[config.mk]
export PLATFORM = sky130hd
export DESIGN_NAME = twim_master
export DESIGN_NICKNAME = d
export VERILOG_FILES = /design/src/twim_pkg.sv /design/src/twim_master.sv
export VERILOG_INCLUDE_DIRS = /design/src
export SDC_FILE = /design/constraint.sdc
export NUM_CORES = 1
export LEC_CHECK = 0
export CORE_ASPECT_RATIO = 1.5
export CORE_MARGIN = 2
export CORE_UTILIZATION = 50
export DETAILED_ROUTE_END_ITERATION = 7
export DONT_BUFFER_PORTS = 1
export GPL_TIMING_DRIVEN = 0
export PLACE_DENSITY = 0.66
export SYNTH_ARGS = -nofsm -noshare
export SYNTH_HDL_FRONTEND = slang
export SYNTH_SLANG_ARGS = --single-unit
[constraint.sdc]
create_clock -name clk -period 5.29 [get_ports clk]
set_clock_uncertainty 0.1 [all_clocks]
set_input_delay 1.058 -clock clk [delete_from_list [all_inputs] [get_ports clk]]
set_output_delay 1.058 -clock clk [all_outputs]
set_load 0.005 [all_outputs]
[src/twim_map.svh]
// register offsets, field positions and timing counts for the twi master
// Contract
// - pause while slave holds clock low
// - start alone makes start or repeated start
// - send shifts byte msb first, ack ninth
// - receive clocks byte, drives ack ninth
// - stop releases data while clock high
// - no command bits means bus idle
// - ack control selects ack or nack
// - one shared data register both ways
// - start stop clear bit, set cmd flag
// - send clears bit, sets tx flag
// - receive clears bit, sets rx flag
// - status shows nack or ack
// - mode three enables master only
// - clock is 12 MHz over divider
// - status flags clear on next activity
`ifndef TWIM_MAP_SVH
`define TWIM_MAP_SVH
`define TWIM_OFS_DATA 12'h000
`define TWIM_OFS_MODE 12'h004
`define TWIM_OFS_RLIN 12'h008
`define TWIM_OFS_REXP 12'h00c
`define TWIM_OFS_STAT 12'h044
`define TWIM_OFS_CMD 12'h04c
`define TWIM_OFS_ACK 12'h050
`define TWIM_BIT_RECV 0
`define TWIM_BIT_SEND 1
`define TWIM_BIT_START 2
`define TWIM_BIT_STOP 3
`define TWIM_MODE_TWI 3'h3
`define TWIM_REF_HZ 12000000
`define TWIM_CLK_HZ 40000000
// reference ticks per system cycle, fixed point x256, kept in int range
`define TWIM_STEP_X256 (((`TWIM_REF_HZ / 1000) * 256) / (`TWIM_CLK_HZ / 1000))
`endif

[src/twim_pkg.sv]
// types shared by the twi master
package twim_pkg;
  // serial line group: clock and data output enables
  typedef struct packed {
    logic scl_oe;
    logic sda_oe;
  } twim_pins_t;
  typedef enum logic [3:0] {
    ST_IDLE, ST_START, ST_BIT, ST_ACK, ST_STOP
  } twim_state_t;
endpackage

[src/twim_master.sv]
// twi master with segment commands behind an apb slave
`timescale 1ns/100ps
`include "twim_map.svh"
module twim_master import twim_pkg::*; (
  // clock and reset
  input wire logic clk,
  input wire logic rst,
  // apb slave
  input wire logic psel,
  input wire logic penable,
  input wire logic pwrite,
  input wire logic [11:0] paddr,
  input wire logic [31:0] pwdata,
  output logic [31:0] prdata,
  output logic pready,
  output logic pslverr,
  // serial pins, open drain
  input wire logic scl_i,
  input wire logic sda_i,
  output logic scl_o,
  output logic sda_o,
  output logic scl_oe,
  output logic sda_oe
);
  logic [7:0] data_r; // shared tx and rx byte
  logic [2:0] mode_r; // function select
  logic [3:0] rlin_r; // linear divider
  logic [3:0] rexp_r; // exponent divider
  logic [3:0] cmd_r; // segment command bits
  logic ack_r; // ack after receive control
  logic [3:0] stat_r; // cmdfin rxfin txfin nack
  twim_state_t st_r;
  logic [1:0] ph_r; // quarter phase of bit
  logic [3:0] bit_r; // bit counter
  logic rx_r; // receiving direction
  logic [7:0] sh_r; // shift register
  logic [15:0] acc_r; // reference tick accumulator
  logic [19:0] div_r; // quarter period counter
  twim_pins_t pin_r;
  logic done_cmd, done_tx, done_rx, nack_seen, tick, go;
  logic wr_en;
  // apb strobe at access phase, zero wait state
  assign wr_en = psel && penable && pwrite;

  // quarter period in reference ticks: (lin+1)*2^exp/4, at least one
  function automatic logic [19:0] quarter(input logic [3:0] l,
                                          input logic [3:0] e);
    logic [19:0] p;
    p = 20'(({16'h0, l} + 20'h1) << e);
    quarter = (p > 20'h3) ? (p >> 2) : 20'h1;
  endfunction

  // reference tick generator at 12 mhz from clk
  always_ff @(posedge clk or posedge rst) begin
    if (rst) begin
      acc_r <= 16'h0;
    end else begin
      acc_r <= {8'h0, acc_r[7:0]} + 16'(`TWIM_STEP_X256);
    end
  end
  // carry out of the accumulator marks one reference tick
  logic ref_tick;
  assign ref_tick = acc_r[8];
  // a released clock that a slave still holds low pauses the bit
  logic stall;
  assign stall = !pin_r.scl_oe && !scl_i && ph_r != 2'h0 &&
                 st_r != ST_IDLE;

  // quarter period divider; stalls while slave stretches clock
  always_ff @(posedge clk or posedge rst) begin
    if (rst) begin
      div_r <= 20'h0;
    end else if (st_r == ST_IDLE) begin
      div_r <= 20'h0;
    end else if (stall) begin
      div_r <= div_r;
    end else if (ref_tick) begin
      div_r <= (div_r + 20'h1 >= quarter(rlin_r, rexp_r)) ? 20'h0 :
               div_r + 20'h1;
    end
  end
  // one tick per quarter bit, none while the clock is stretched
  assign tick = ref_tick && !stall &&
                (div_r + 20'h1 >= quarter(rlin_r, rexp_r));
  // segments start only with the two-wire function selected
  assign go = (mode_r == `TWIM_MODE_TWI);

  // segment sequencer
  always_ff @(posedge clk or posedge rst) begin
    if (rst) begin
      st_r <= ST_IDLE;
      ph_r <= 2'h0;
      bit_r <= 4'h0;
      rx_r <= 1'b0;
      sh_r <= 8'h0;
      pin_r <= '0;
    end else begin
      unique case (st_r)
        ST_IDLE: begin
          ph_r <= 2'h0;
          bit_r <= 4'h0;
          if (go && cmd_r[`TWIM_BIT_START]) begin
            st_r <= ST_START;
          end else if (go && cmd_r[`TWIM_BIT_SEND]) begin
            st_r <= ST_BIT;
            rx_r <= 1'b0;
            sh_r <= data_r;
          end else if (go && cmd_r[`TWIM_BIT_RECV]) begin
            st_r <= ST_BIT;
            rx_r <= 1'b1;
          end else if (go && cmd_r[`TWIM_BIT_STOP]) begin
            st_r <= ST_STOP;
          end
          // nothing pending keeps lines as they are
        end
        ST_START: if (tick) begin
          // release sda, raise scl, then pull sda, then scl low
          ph_r <= ph_r + 2'h1;
          unique case (ph_r)
            2'h0: pin_r.sda_oe <= 1'b0;
            2'h1: pin_r.scl_oe <= 1'b0;
            2'h2: pin_r.sda_oe <= 1'b1;
            default: begin
              pin_r.scl_oe <= 1'b1;
              st_r <= ST_IDLE;
            end
          endcase
        end
        ST_BIT, ST_ACK: if (tick) begin
          ph_r <= ph_r + 2'h1;
          unique case (ph_r)
            2'h0: begin
              // drive data while clock low
              if (st_r == ST_BIT) begin
                pin_r.sda_oe <= rx_r ? 1'b0 : !sh_r[7];
              end else begin
                pin_r.sda_oe <= rx_r ? ack_r : 1'b0;
              end
            end
            2'h1: pin_r.scl_oe <= 1'b0;
            2'h2: begin
              // sample real line level at clock high
              if (st_r == ST_BIT) begin
                sh_r <= {sh_r[6:0], sda_i};
              end
            end
            default: begin
              pin_r.scl_oe <= 1'b1;
              if (st_r == ST_ACK) begin
                st_r <= ST_IDLE;
              end else if (bit_r == 4'h7) begin
                st_r <= ST_ACK;
              end else begin
                bit_r <= bit_r + 4'h1;
              end
            end
          endcase
        end
        ST_STOP: if (tick) begin
          ph_r <= ph_r + 2'h1;
          unique case (ph_r)
            2'h0: pin_r.sda_oe <= 1'b1;
            2'h1: pin_r.scl_oe <= 1'b0;
            2'h2: pin_r.sda_oe <= 1'b0;
            default: st_r <= ST_IDLE;
          endcase
        end
        default: st_r <= ST_IDLE;
      endcase
    end
  end

  // segment completion pulses
  assign done_cmd = tick && ph_r == 2'h3 &&
                    (st_r == ST_START || st_r == ST_STOP);
  assign done_tx = tick && ph_r == 2'h3 && st_r == ST_ACK && !rx_r;
  assign done_rx = tick && ph_r == 2'h3 && st_r == ST_ACK && rx_r;
  logic ack_smp_r; // ninth bit level sampled at clock high
  always_ff @(posedge clk or posedge rst) begin
    if (rst) begin
      ack_smp_r <= 1'b0;
    end else if (st_r == ST_ACK && tick && ph_r == 2'h2) begin
      ack_smp_r <= sda_i;
    end
  end
  // a released ninth bit after a send is a nack
  assign nack_seen = done_tx && ack_smp_r;
  logic seg_start;
  // any accepted command counts as new bus activity
  assign seg_start = st_r == ST_IDLE && go && cmd_r != 4'h0;

  // command bits: software sets, hardware clears on completion
  always_ff @(posedge clk or posedge rst) begin
    if (rst) begin
      cmd_r <= 4'h0;
    end else if (wr_en && paddr == `TWIM_OFS_CMD) begin
      cmd_r <= pwdata[3:0];
    end else if (done_cmd || done_tx || done_rx) begin
      cmd_r <= 4'h0;
    end
  end

  // status flags, cleared when the next segment begins
  always_ff @(posedge clk or posedge rst) begin
    if (rst) begin
      stat_r <= 4'h0;
    end else if (seg_start) begin
      stat_r <= 4'h0;
    end else begin
      if (done_cmd) stat_r[3] <= 1'b1;
      if (done_rx) stat_r[2] <= 1'b1;
      if (done_tx) stat_r[1] <= 1'b1;
      if (nack_seen) stat_r[0] <= 1'b1;
    end
  end

  // shared data register: software write or received byte
  always_ff @(posedge clk or posedge rst) begin
    if (rst) begin
      data_r <= 8'h0;
    end else if (done_rx) begin
      data_r <= sh_r;
    end else if (wr_en && paddr == `TWIM_OFS_DATA) begin
      data_r <= pwdata[7:0];
    end
  end

  // configuration registers
  always_ff @(posedge clk or posedge rst) begin
    if (rst) begin
      mode_r <= 3'h0;
      rlin_r <= 4'h0;
      rexp_r <= 4'h0;
      ack_r <= 1'b0;
    end else if (wr_en) begin
      if (paddr == `TWIM_OFS_MODE) mode_r <= pwdata[2:0];
      if (paddr == `TWIM_OFS_RLIN) rlin_r <= pwdata[3:0];
      if (paddr == `TWIM_OFS_REXP) rexp_r <= pwdata[3:0];
      if (paddr == `TWIM_OFS_ACK) ack_r <= pwdata[0];
    end
  end

  // apb read data, registered at setup phase; unmapped reads zero
  always_ff @(posedge clk or posedge rst) begin
    if (rst) begin
      prdata <= 32'h0;
      pready <= 1'b0;
      pslverr <= 1'b0;
    end else begin
      pready <= psel && !penable;
      pslverr <= 1'b0;
      if (psel && !penable) begin
        unique case (paddr)
          `TWIM_OFS_DATA: prdata <= {24'h0, data_r};
          `TWIM_OFS_MODE: prdata <= {29'h0, mode_r};
          `TWIM_OFS_RLIN: prdata <= {28'h0, rlin_r};
          `TWIM_OFS_REXP: prdata <= {28'h0, rexp_r};
          `TWIM_OFS_STAT: prdata <= {28'h0, stat_r};
          `TWIM_OFS_CMD: prdata <= {28'h0, cmd_r};
          `TWIM_OFS_ACK: prdata <= {31'h0, ack_r};
          default: prdata <= 32'h0;
        endcase
      end
    end
  end

  // open drain: output always low, enable pulls the line
  always_ff @(posedge clk or posedge rst) begin
    if (rst) begin
      scl_o <= 1'b0;
      sda_o <= 1'b0;
      scl_oe <= 1'b0;
      sda_oe <= 1'b0;
    end else begin
      scl_o <= 1'b0;
      sda_o <= 1'b0;
      scl_oe <= pin_r.scl_oe;
      sda_oe <= pin_r.sda_oe;
    end
  end

  // assertions on the sequencer, the lines and the status side
  a_cmd_clear: assert property (@(posedge clk) disable iff (rst)
    done_tx |=> stat_r[1] && cmd_r == 4'h0)
    else $error("send bit not cleared on finish");
  a_stretch_hold: assert property (@(posedge clk) disable iff (rst)
    (!pin_r.scl_oe && !scl_i && ph_r != 2'h0 && st_r != ST_IDLE)
    |=> $stable(ph_r))
    else $error("phase advanced while clock stretched");
  a_stretch_pins: assert property (@(posedge clk) disable iff (rst)
    (!pin_r.scl_oe && !scl_i && ph_r != 2'h0)
    |=> $stable(pin_r) && $stable(div_r))
    else $error("lines or divider moved while clock stretched");
  a_idle_stay: assert property (@(posedge clk) disable iff (rst)
    (st_r == ST_IDLE && cmd_r == 4'h0) |=> st_r == ST_IDLE)
    else $error("left idle with no command");
  a_start_edge: assert property (@(posedge clk) disable iff (rst)
    (st_r == ST_START && tick && ph_r == 2'h2)
    |=> pin_r.sda_oe && !pin_r.scl_oe)
    else $error("start not made with clock high");
  a_msb_first: assert property (@(posedge clk) disable iff (rst)
    (st_r == ST_BIT && !rx_r && tick && ph_r == 2'h0)
    |=> pin_r.sda_oe == !$past(sh_r[7]))
    else $error("transmit bit not taken from the top");
  a_rx_released: assert property (@(posedge clk) disable iff (rst)
    (st_r == ST_BIT && rx_r && tick && ph_r == 2'h0)
    |=> !pin_r.sda_oe)
    else $error("data line pulled during receive");
  a_ack_drive: assert property (@(posedge clk) disable iff (rst)
    (st_r == ST_ACK && rx_r && tick && ph_r == 2'h0)
    |=> pin_r.sda_oe == $past(ack_r))
    else $error("ack bit does not follow control");
  a_rx_data: assert property (@(posedge clk) disable iff (rst)
    done_rx |=> data_r == $past(sh_r) && stat_r[2])
    else $error("received byte not stored");
  a_rx_clear: assert property (@(posedge clk) disable iff (rst)
    done_rx |=> cmd_r == 4'h0 && st_r == ST_IDLE)
    else $error("receive bit not cleared on finish");
  a_nack_flag: assert property (@(posedge clk) disable iff (rst)
    nack_seen |=> stat_r[0])
    else $error("nack not flagged");
  a_ack_flag: assert property (@(posedge clk) disable iff (rst)
    (done_tx && !ack_smp_r) |=> !stat_r[0])
    else $error("ack reported as nack");
  a_flag_clear: assert property (@(posedge clk) disable iff (rst)
    seg_start |=> stat_r == 4'h0)
    else $error("flags not cleared at activity");
  a_cmd_done: assert property (@(posedge clk) disable iff (rst)
    done_cmd |=> stat_r[3] && st_r == ST_IDLE)
    else $error("start or stop did not finish");
  a_mode_gate: assert property (@(posedge clk) disable iff (rst)
    (st_r == ST_IDLE && !go) |=> st_r == ST_IDLE)
    else $error("segment ran outside twi mode");
  a_stop_level: assert property (@(posedge clk) disable iff (rst)
    (st_r == ST_STOP && tick && ph_r == 2'h2) |=> !pin_r.sda_oe
    && !pin_r.scl_oe)
    else $error("stop not released with clock high");
  // covers of the main segment kinds and of a stretched clock
  c_start: cover property (@(posedge clk) disable iff (rst) done_cmd);
  c_send: cover property (@(posedge clk) disable iff (rst) done_tx);
  c_recv: cover property (@(posedge clk) disable iff (rst) done_rx);
  c_nack: cover property (@(posedge clk) disable iff (rst) nack_seen);
  c_stretch: cover property (@(posedge clk) disable iff (rst) stall);
endmodule

-- Word-level counts from Yosys, hierarchy flattened
Cells that the tools add are included.
W data, S select, Z words.
- bits of input ports: 51
- register bits after elaboration: 114
- reduce and logical (&&, ||, !) cells: 67
- shift-type cells: 1
- muxes and demuxes: 53
- $lt $le $gt $ge: 2
- eq/ne operators: 35
- add/subtract/negate cells: 5
- bitwise gates (word level): 1
- operators by type and width (cell ; count):
    $mux W20 ; 4
    $mux W4 ; 17
    $mux W8 ; 7
    $pmux W8 S7 ; 1
    $eq A12 B7 Y1 const B ; 3
    $eq A12 B4 Y1 const B ; 2
    $logic_and A1 B1 Y1 ; 24
    $ne A2 B2 Y1 const B ; 12
    $reduce_bool A2 Y1 ; 11
    $add A20 B1 Y20 const B ; 1
    $ge A20 B18 Y1 ; 1
    $gt A20 B2 Y1 const B ; 1
    $shl A5 B4 Y20 ; 1
    $mux W18 ; 1
    $pmux W8 S2 ; 1
    $eq A12 B3 Y1 const B ; 1
    $logic_not A12 Y1 ; 1
    $pmux W4 S3 ; 1
    $reduce_and A2 Y1 ; 6
    $reduce_and A6 Y1 ; 2
    $mux W1 ; 11
    $reduce_and A5 Y1 ; 2
    $add A8 B7 Y9 const B ; 1
    $eq A4 B2 Y1 const B ; 2
    29 further kinds ; 50

-- Logic depth before layout (Yosys ltp)
- depth after elaboration: 14
- depth in mapped cells: 17
- gate-level depth less buffers: 16

-- Worst setup path after synthesis
OpenSTA, ideal clock, no wires.
- path type: register to register
- from: register rlin_r[1]
- to: register pin_r[0] in the netlist's numbering
- path buffers: 1
- setup time: 128 ps
- required time: 5062 ps
- stages on the path, launching flop included: 18
- setup slack: 1465 ps
- arrival: 3597 ps
- path through: dfrtp_1 ha_1 inv_1 mux2_2 mux2i_1 mux2_2 nor4b_1 nand4_1 o32ai_1 ha_1 nor2b_1 o21ai_0 a41oi_1 o41a_1 a31oi_1 buf_2 o2111ai_1 mux2_1
- longest elaborated chain between the ends: 8
- elaborated cells between the ends (all ways): 10
- those cells by class: add/sub: 1; order compare: 2; eq/ne: 3; shift: 1; mux: 1; reduce/logical: 2
- RTL lines (element ; line ; source):
    from (decl) ; twim_master.sv:27 ; logic [3:0] rlin_r;
    from (signal assigned) ; twim_master.sv:237 ; if (paddr == `TWIM_OFS_RLIN) rlin_r <= pwdata[3:0];
    $add A4 B1 Y5 (*) ; twim_master.sv:49 ; p = 20'(({16'h0, l} + 20'h1) << e);
    $shl A5 B4 Y20 (*) ; twim_master.sv:49 ;
    $gt A20 B2 Y1 ; twim_master.sv:50 ; quarter = (p > 20'h3) ? (p >> 2) : 20'h1;
    $mux W18 (*) ; twim_master.sv:50 ;
    $ge A20 B18 Y1 (*) ; twim_master.sv:84 ; (div_r + 20'h1 >= quarter(rlin_r, rexp_r));
    $logic_and A1 B1 Y1 (*) ; twim_master.sv:83 ; assign tick = ref_tick && !stall &&
    $ne A2 B2 Y1 (no line) ; n/a ;
    $reduce_and A7 Y1 (no line) (*) ; n/a ;
    to (decl) ; twim_master.sv:39 ; twim_pins_t pin_r;
Every way passes the cells marked *; elsewhere a longest branch is shown, timed or not.
A chain may end at the register's enable or synchronous reset.

-- Final worst setup path
- from: register rlin_r[0]
- to: register data_r[7]
- longest elaborated chain between the ends: 10
- elaborated cells between the ends (all ways): 11
- those cells by class: add/sub: 1; order compare: 2; shift: 1; mux: 2; reduce/logical: 5
- RTL lines (element ; line ; source):
    $add A4 B1 Y5 (*) ; twim_master.sv:49 ;
    $shl A5 B4 Y20 (*) ; twim_master.sv:49 ;
    $gt A20 B2 Y1 ; twim_master.sv:50 ;
    $mux W18 (*) ; twim_master.sv:50 ;
    $ge A20 B18 Y1 (*) ; twim_master.sv:84 ;
    $logic_and A1 B1 Y1 (*) ; twim_master.sv:83 ;
    $logic_and A1 B1 Y1 (*) (3 in a row) ; twim_master.sv:177 ; assign done_rx = tick && ph_r == 2'h3 && st_r == ST_ACK && rx_r;
    $mux W8 / $reduce_bool A2 Y1 (equally long branches) ; n/a ;
    to (signal assigned) ; twim_master.sv:222 ; data_r <= sh_r;
    to (signal assigned) ; twim_master.sv:224 ; data_r <= pwdata[7:0];
    to (decl) ; twim_master.sv:25 ; logic [7:0] data_r;
Marked as above.

==> flow_summary_export.csv <==
group,metric,value,unit
route,vias_per_cell,5.76,
sta,period_share,88.9,%
clocking,clock_sinks,87,
yosys,ys_ff_latch,87,
sta,final_hold_viol_count,0,
setup_path,end_kind,"flip-flop",
final_layout,fin_cells,762,
yosys,avgSynthCellArea,9.79,µm²
yosys,synth_seq_area_share,38.9,%
global_route,grt_max_degree,61,
pwr,leakage,2.85,nW
placement,io_buffers,0,
final_layout,final_common_cell,"dfrtp_1",
final_layout,diodes,0,
global_route,antenna_found_initial,0,
sta,max_slew_margin,59.2,%
yosys,async_reset_ff_share,100,%
clocking,clock_latency,0.35,ns
clocking,cts_tree,"built",
floorplanning,initial_core_util,50.9,%
sta,finalSetupViolCount,0,
clocking,cts_buffers,9,
placement,dp_slack,0.699,ns
pwr,p_switching,0.308,mW
route,wl,13.4,mm
hold_path,hold_end,"sda_oe",
route,dr.first_iter.drc_count,288,
floorplanning,ios,89,
clocking,clockBufferDepth,2,
setup_path,crit-reg2reg-capture,"data_r[7]",
clocking,cts_hold_buf,0,
hold_path,min_delay_path_depth,0,
route,ant_nets,0,
final_layout,fin_nets,688,
route,drc_errors,0,
clocking,cts_max_level,3,
yosys,synth_cell_types,71,
pwr,power.density,220,nW/µm²
yosys,netlist_area,5600,µm²
sta,layout_setup_ws,0.589,ns
clocking,cts_resized,0,
hold_path,hp-class,"flip-flop to flip-flop",
flow_run,drv_cap,0,
global_route,grt_pass1_wl,22.4,mm
setup_path,start_kind,"flip-flop",
setup_path,rr_worst_depth,14,
global_route,grt_overflow_total,0,
floorplanning,die_h,134,µm
placement,dpl.hpwl,10.1,mm
floorplanning,fp.dieW,90.4,µm
setup_path,worstSetupPathType,"flip-flop to flip-flop",
setup_path,required,5.42,ns
sta,setup_tns,0,ns
pwr,ir_drop,0.000283,V
final_layout,final_cell_mix,"87 x dfrtp_1, 63 x nand2_1, 29 x nor2_1",
clocking,postCtsSetupRepairBufs,0,
floorplanning,num_rows,47,
floorplanning,die-area,12100,µm²
sta,drv_slew,0,
yosys,synth_edf_count,0,
route,wl_per_cell,17.6,µm
pwr,power_frac_comb,3.5,%
hold_path,min-delay-start,"pin_r[0]",
clocking,clkTransAtPathRegs,0.07,ns
pwr,seqPwrFrac,48.8,%
setup_path,rrSetupSlack,0.59,ns
pwr,netSwitchingFraction,22.6,%
sta,max_freq,0.213,GHz
setup_path,timing.rr.start,"rlin_r[0]",
pwr,p_clk_share,47.7,%
placement,gp_congestion,0.864,
final_layout,syn2layout_area_growth,10.9,%
sta,worst_pin_slew,0.607,ns
yosys,synthCells,572,
yosys,ys.flop_type,"dfrtp_1",
final_layout,layout-drive-gt1-share,15.6,%
global_route,first_global_vias,4486,
setup_path,critical_path.max_fanout,10,
sta,min_period,4.70,ns
final_layout,fin_util,56.5,%
pwr,intPower,1.06,mW
route,drt_pass1_iterations,5,
floorplanning,core,11000,µm²
global_route,gr-usage-all-layers,23.4,%
clocking,ctsRootBufferMaster,"clkbuf_16",
setup_path,arrival,4.83,ns
placement,dp_cells,746,
yosys,ys_warn_count,0,
sta,rsz0062_at_grt,"false",
outcome,status,"complete, no violations",
route,num_vias,4390,
[through the flow]
step	instance area, µm²	hold slack, ns	power (mW)
floorplan	5700	0.250	0.717
global placement	5880	0.271	0.723
detailed placement	5910	0.281	0.727
CTS	6210	0.296	1.37
global route	6210	0.310	1.40
finish	6210	0.296	1.37
[layer usage]
| metal | part of all wire [%] | vias to the layer above | global-route usage [%] |
|---|---|---|---|
| met3 | 3.5 | 39 | 3.85 |
| met4 | 4.3 | 0 | 12.8 |
| met5 | 0 | - | 0 |
| li1 | - | 2123 | - |
| met2 | 52 | 116 | 41.1 |
| met1 | 40 | 2112 | 27.0 |
[registers in the layout, indices dropped and copies added, names as in the netlist, 2 cells and up]
signal	cells
st_r	3
rexp_r	4
div_r	20
bit_r	4
sh_r	8
pin_r	2
mode_r	3
rlin_r	4
prdata	8
cmd_r	4
acc_r	7
ph_r	2
data_r	8
stat_r	4
[power by group through the flow]
stage / logic [mW] / clock network, mW / registers (mW)
floorplan: 0.0386 / 0 / 0.679
global placement: 0.0445 / 0 / 0.679
detailed placement: 0.0478 / 0 / 0.679
CTS: 0.0479 / 0.661 / 0.666
global route: 0.0547 / 0.683 / 0.666
finish: 0.0482 / 0.651 / 0.666
[cell families after synthesis]
| logic type | count (synthesis) | synth area share, % |
|---|---|---|
| buffers and inverters | 69 | 6.66 |
| and+or+nand+nor | 192 | 17.9 |
| muxes | 53 | 11.7 |
| AOI/OAI and AO/OA | 121 | 15.3 |
| other | 1 | 0.0670 |
| xor gates and xnor gates | 22 | 3.44 |
| adders and majority gates | 27 | 6.03 |
| DFF | 87 | 38.9 |
[cell type report]
type	count	area [µm²]
Fill cell	1003	4790
Buffer	51	305
Clock buffer	11	233
Tap cell	147	184
Clock inverter	5	63.8
Multi-Input combinational cell	442	3150
Sequential cell	87	2180
Timing Repair Buffer	1	27.5
Inverter	18	70.1
[critical path, stage by stage, from the launching register on]
cell      delay, ns
dfrtp_1        0.38
clkbuf_1       0.36
nand4b_1       0.14
a21boi_0       0.34
or2_2          0.21
nor2_1         0.04
a21oi_1        0.28
nand3_1        0.13
ha_1           0.31
nand2_1        0.08
or3_1          0.38
o41a_1         0.48
a31oi_1        0.43
nand3_1        0.48
mux2_1         0.45
[worst max path at each step]
| stage | from | end | slack [ns] | depth (start not counted) |
|---|---|---|---|---|
| 2_1_floorplan | rlin_r[1] | pin_r[0] | 1.47 | 17 |
| 3_3_place_gp | rlin_r[1] | data_r[7] | 0.67 | 16 |
| 3_5_place_dp | rlin_r[1] | data_r[7] | 0.70 | 16 |
| 4_1_cts | rlin_r[0] | data_r[7] | 0.62 | 14 |
| 5_1_grt | rlin_r[0] | data_r[7] | 0.18 | 16 |
| 6_report | rlin_r[0] | data_r[7] | 0.59 | 14 |
[synthesized netlist by cell type, drive strengths merged, types with 4 or more instances]
cell    number  area share [%]
xor2         5            0.78
o22ai        4            0.45
clkbuf      19             1.3
mux2        47              10
or2          4            0.45
ha          27             6.0
nand2b       8            0.89
buf         32             4.2
o21ai       27             2.4
a21oi       21             1.9
nor2        29             1.9
xnor2       17             2.7
nand2       63             4.2
or4          4            0.54
inv         18             1.2
and2         4            0.45
a32o        15             2.7
o31ai        5            0.67
or3          9             1.1
a22o         6            0.94
and3         8            0.89
nand3b       4            0.54
a31oi        7            0.89
o21a         5            0.67
a21o         4            0.54
nand4       12             1.3
dfrtp       87              39
nor2b        5            0.56
nand3       17             1.7
nor3        13             1.3
(Power assumes the default switching activity.)
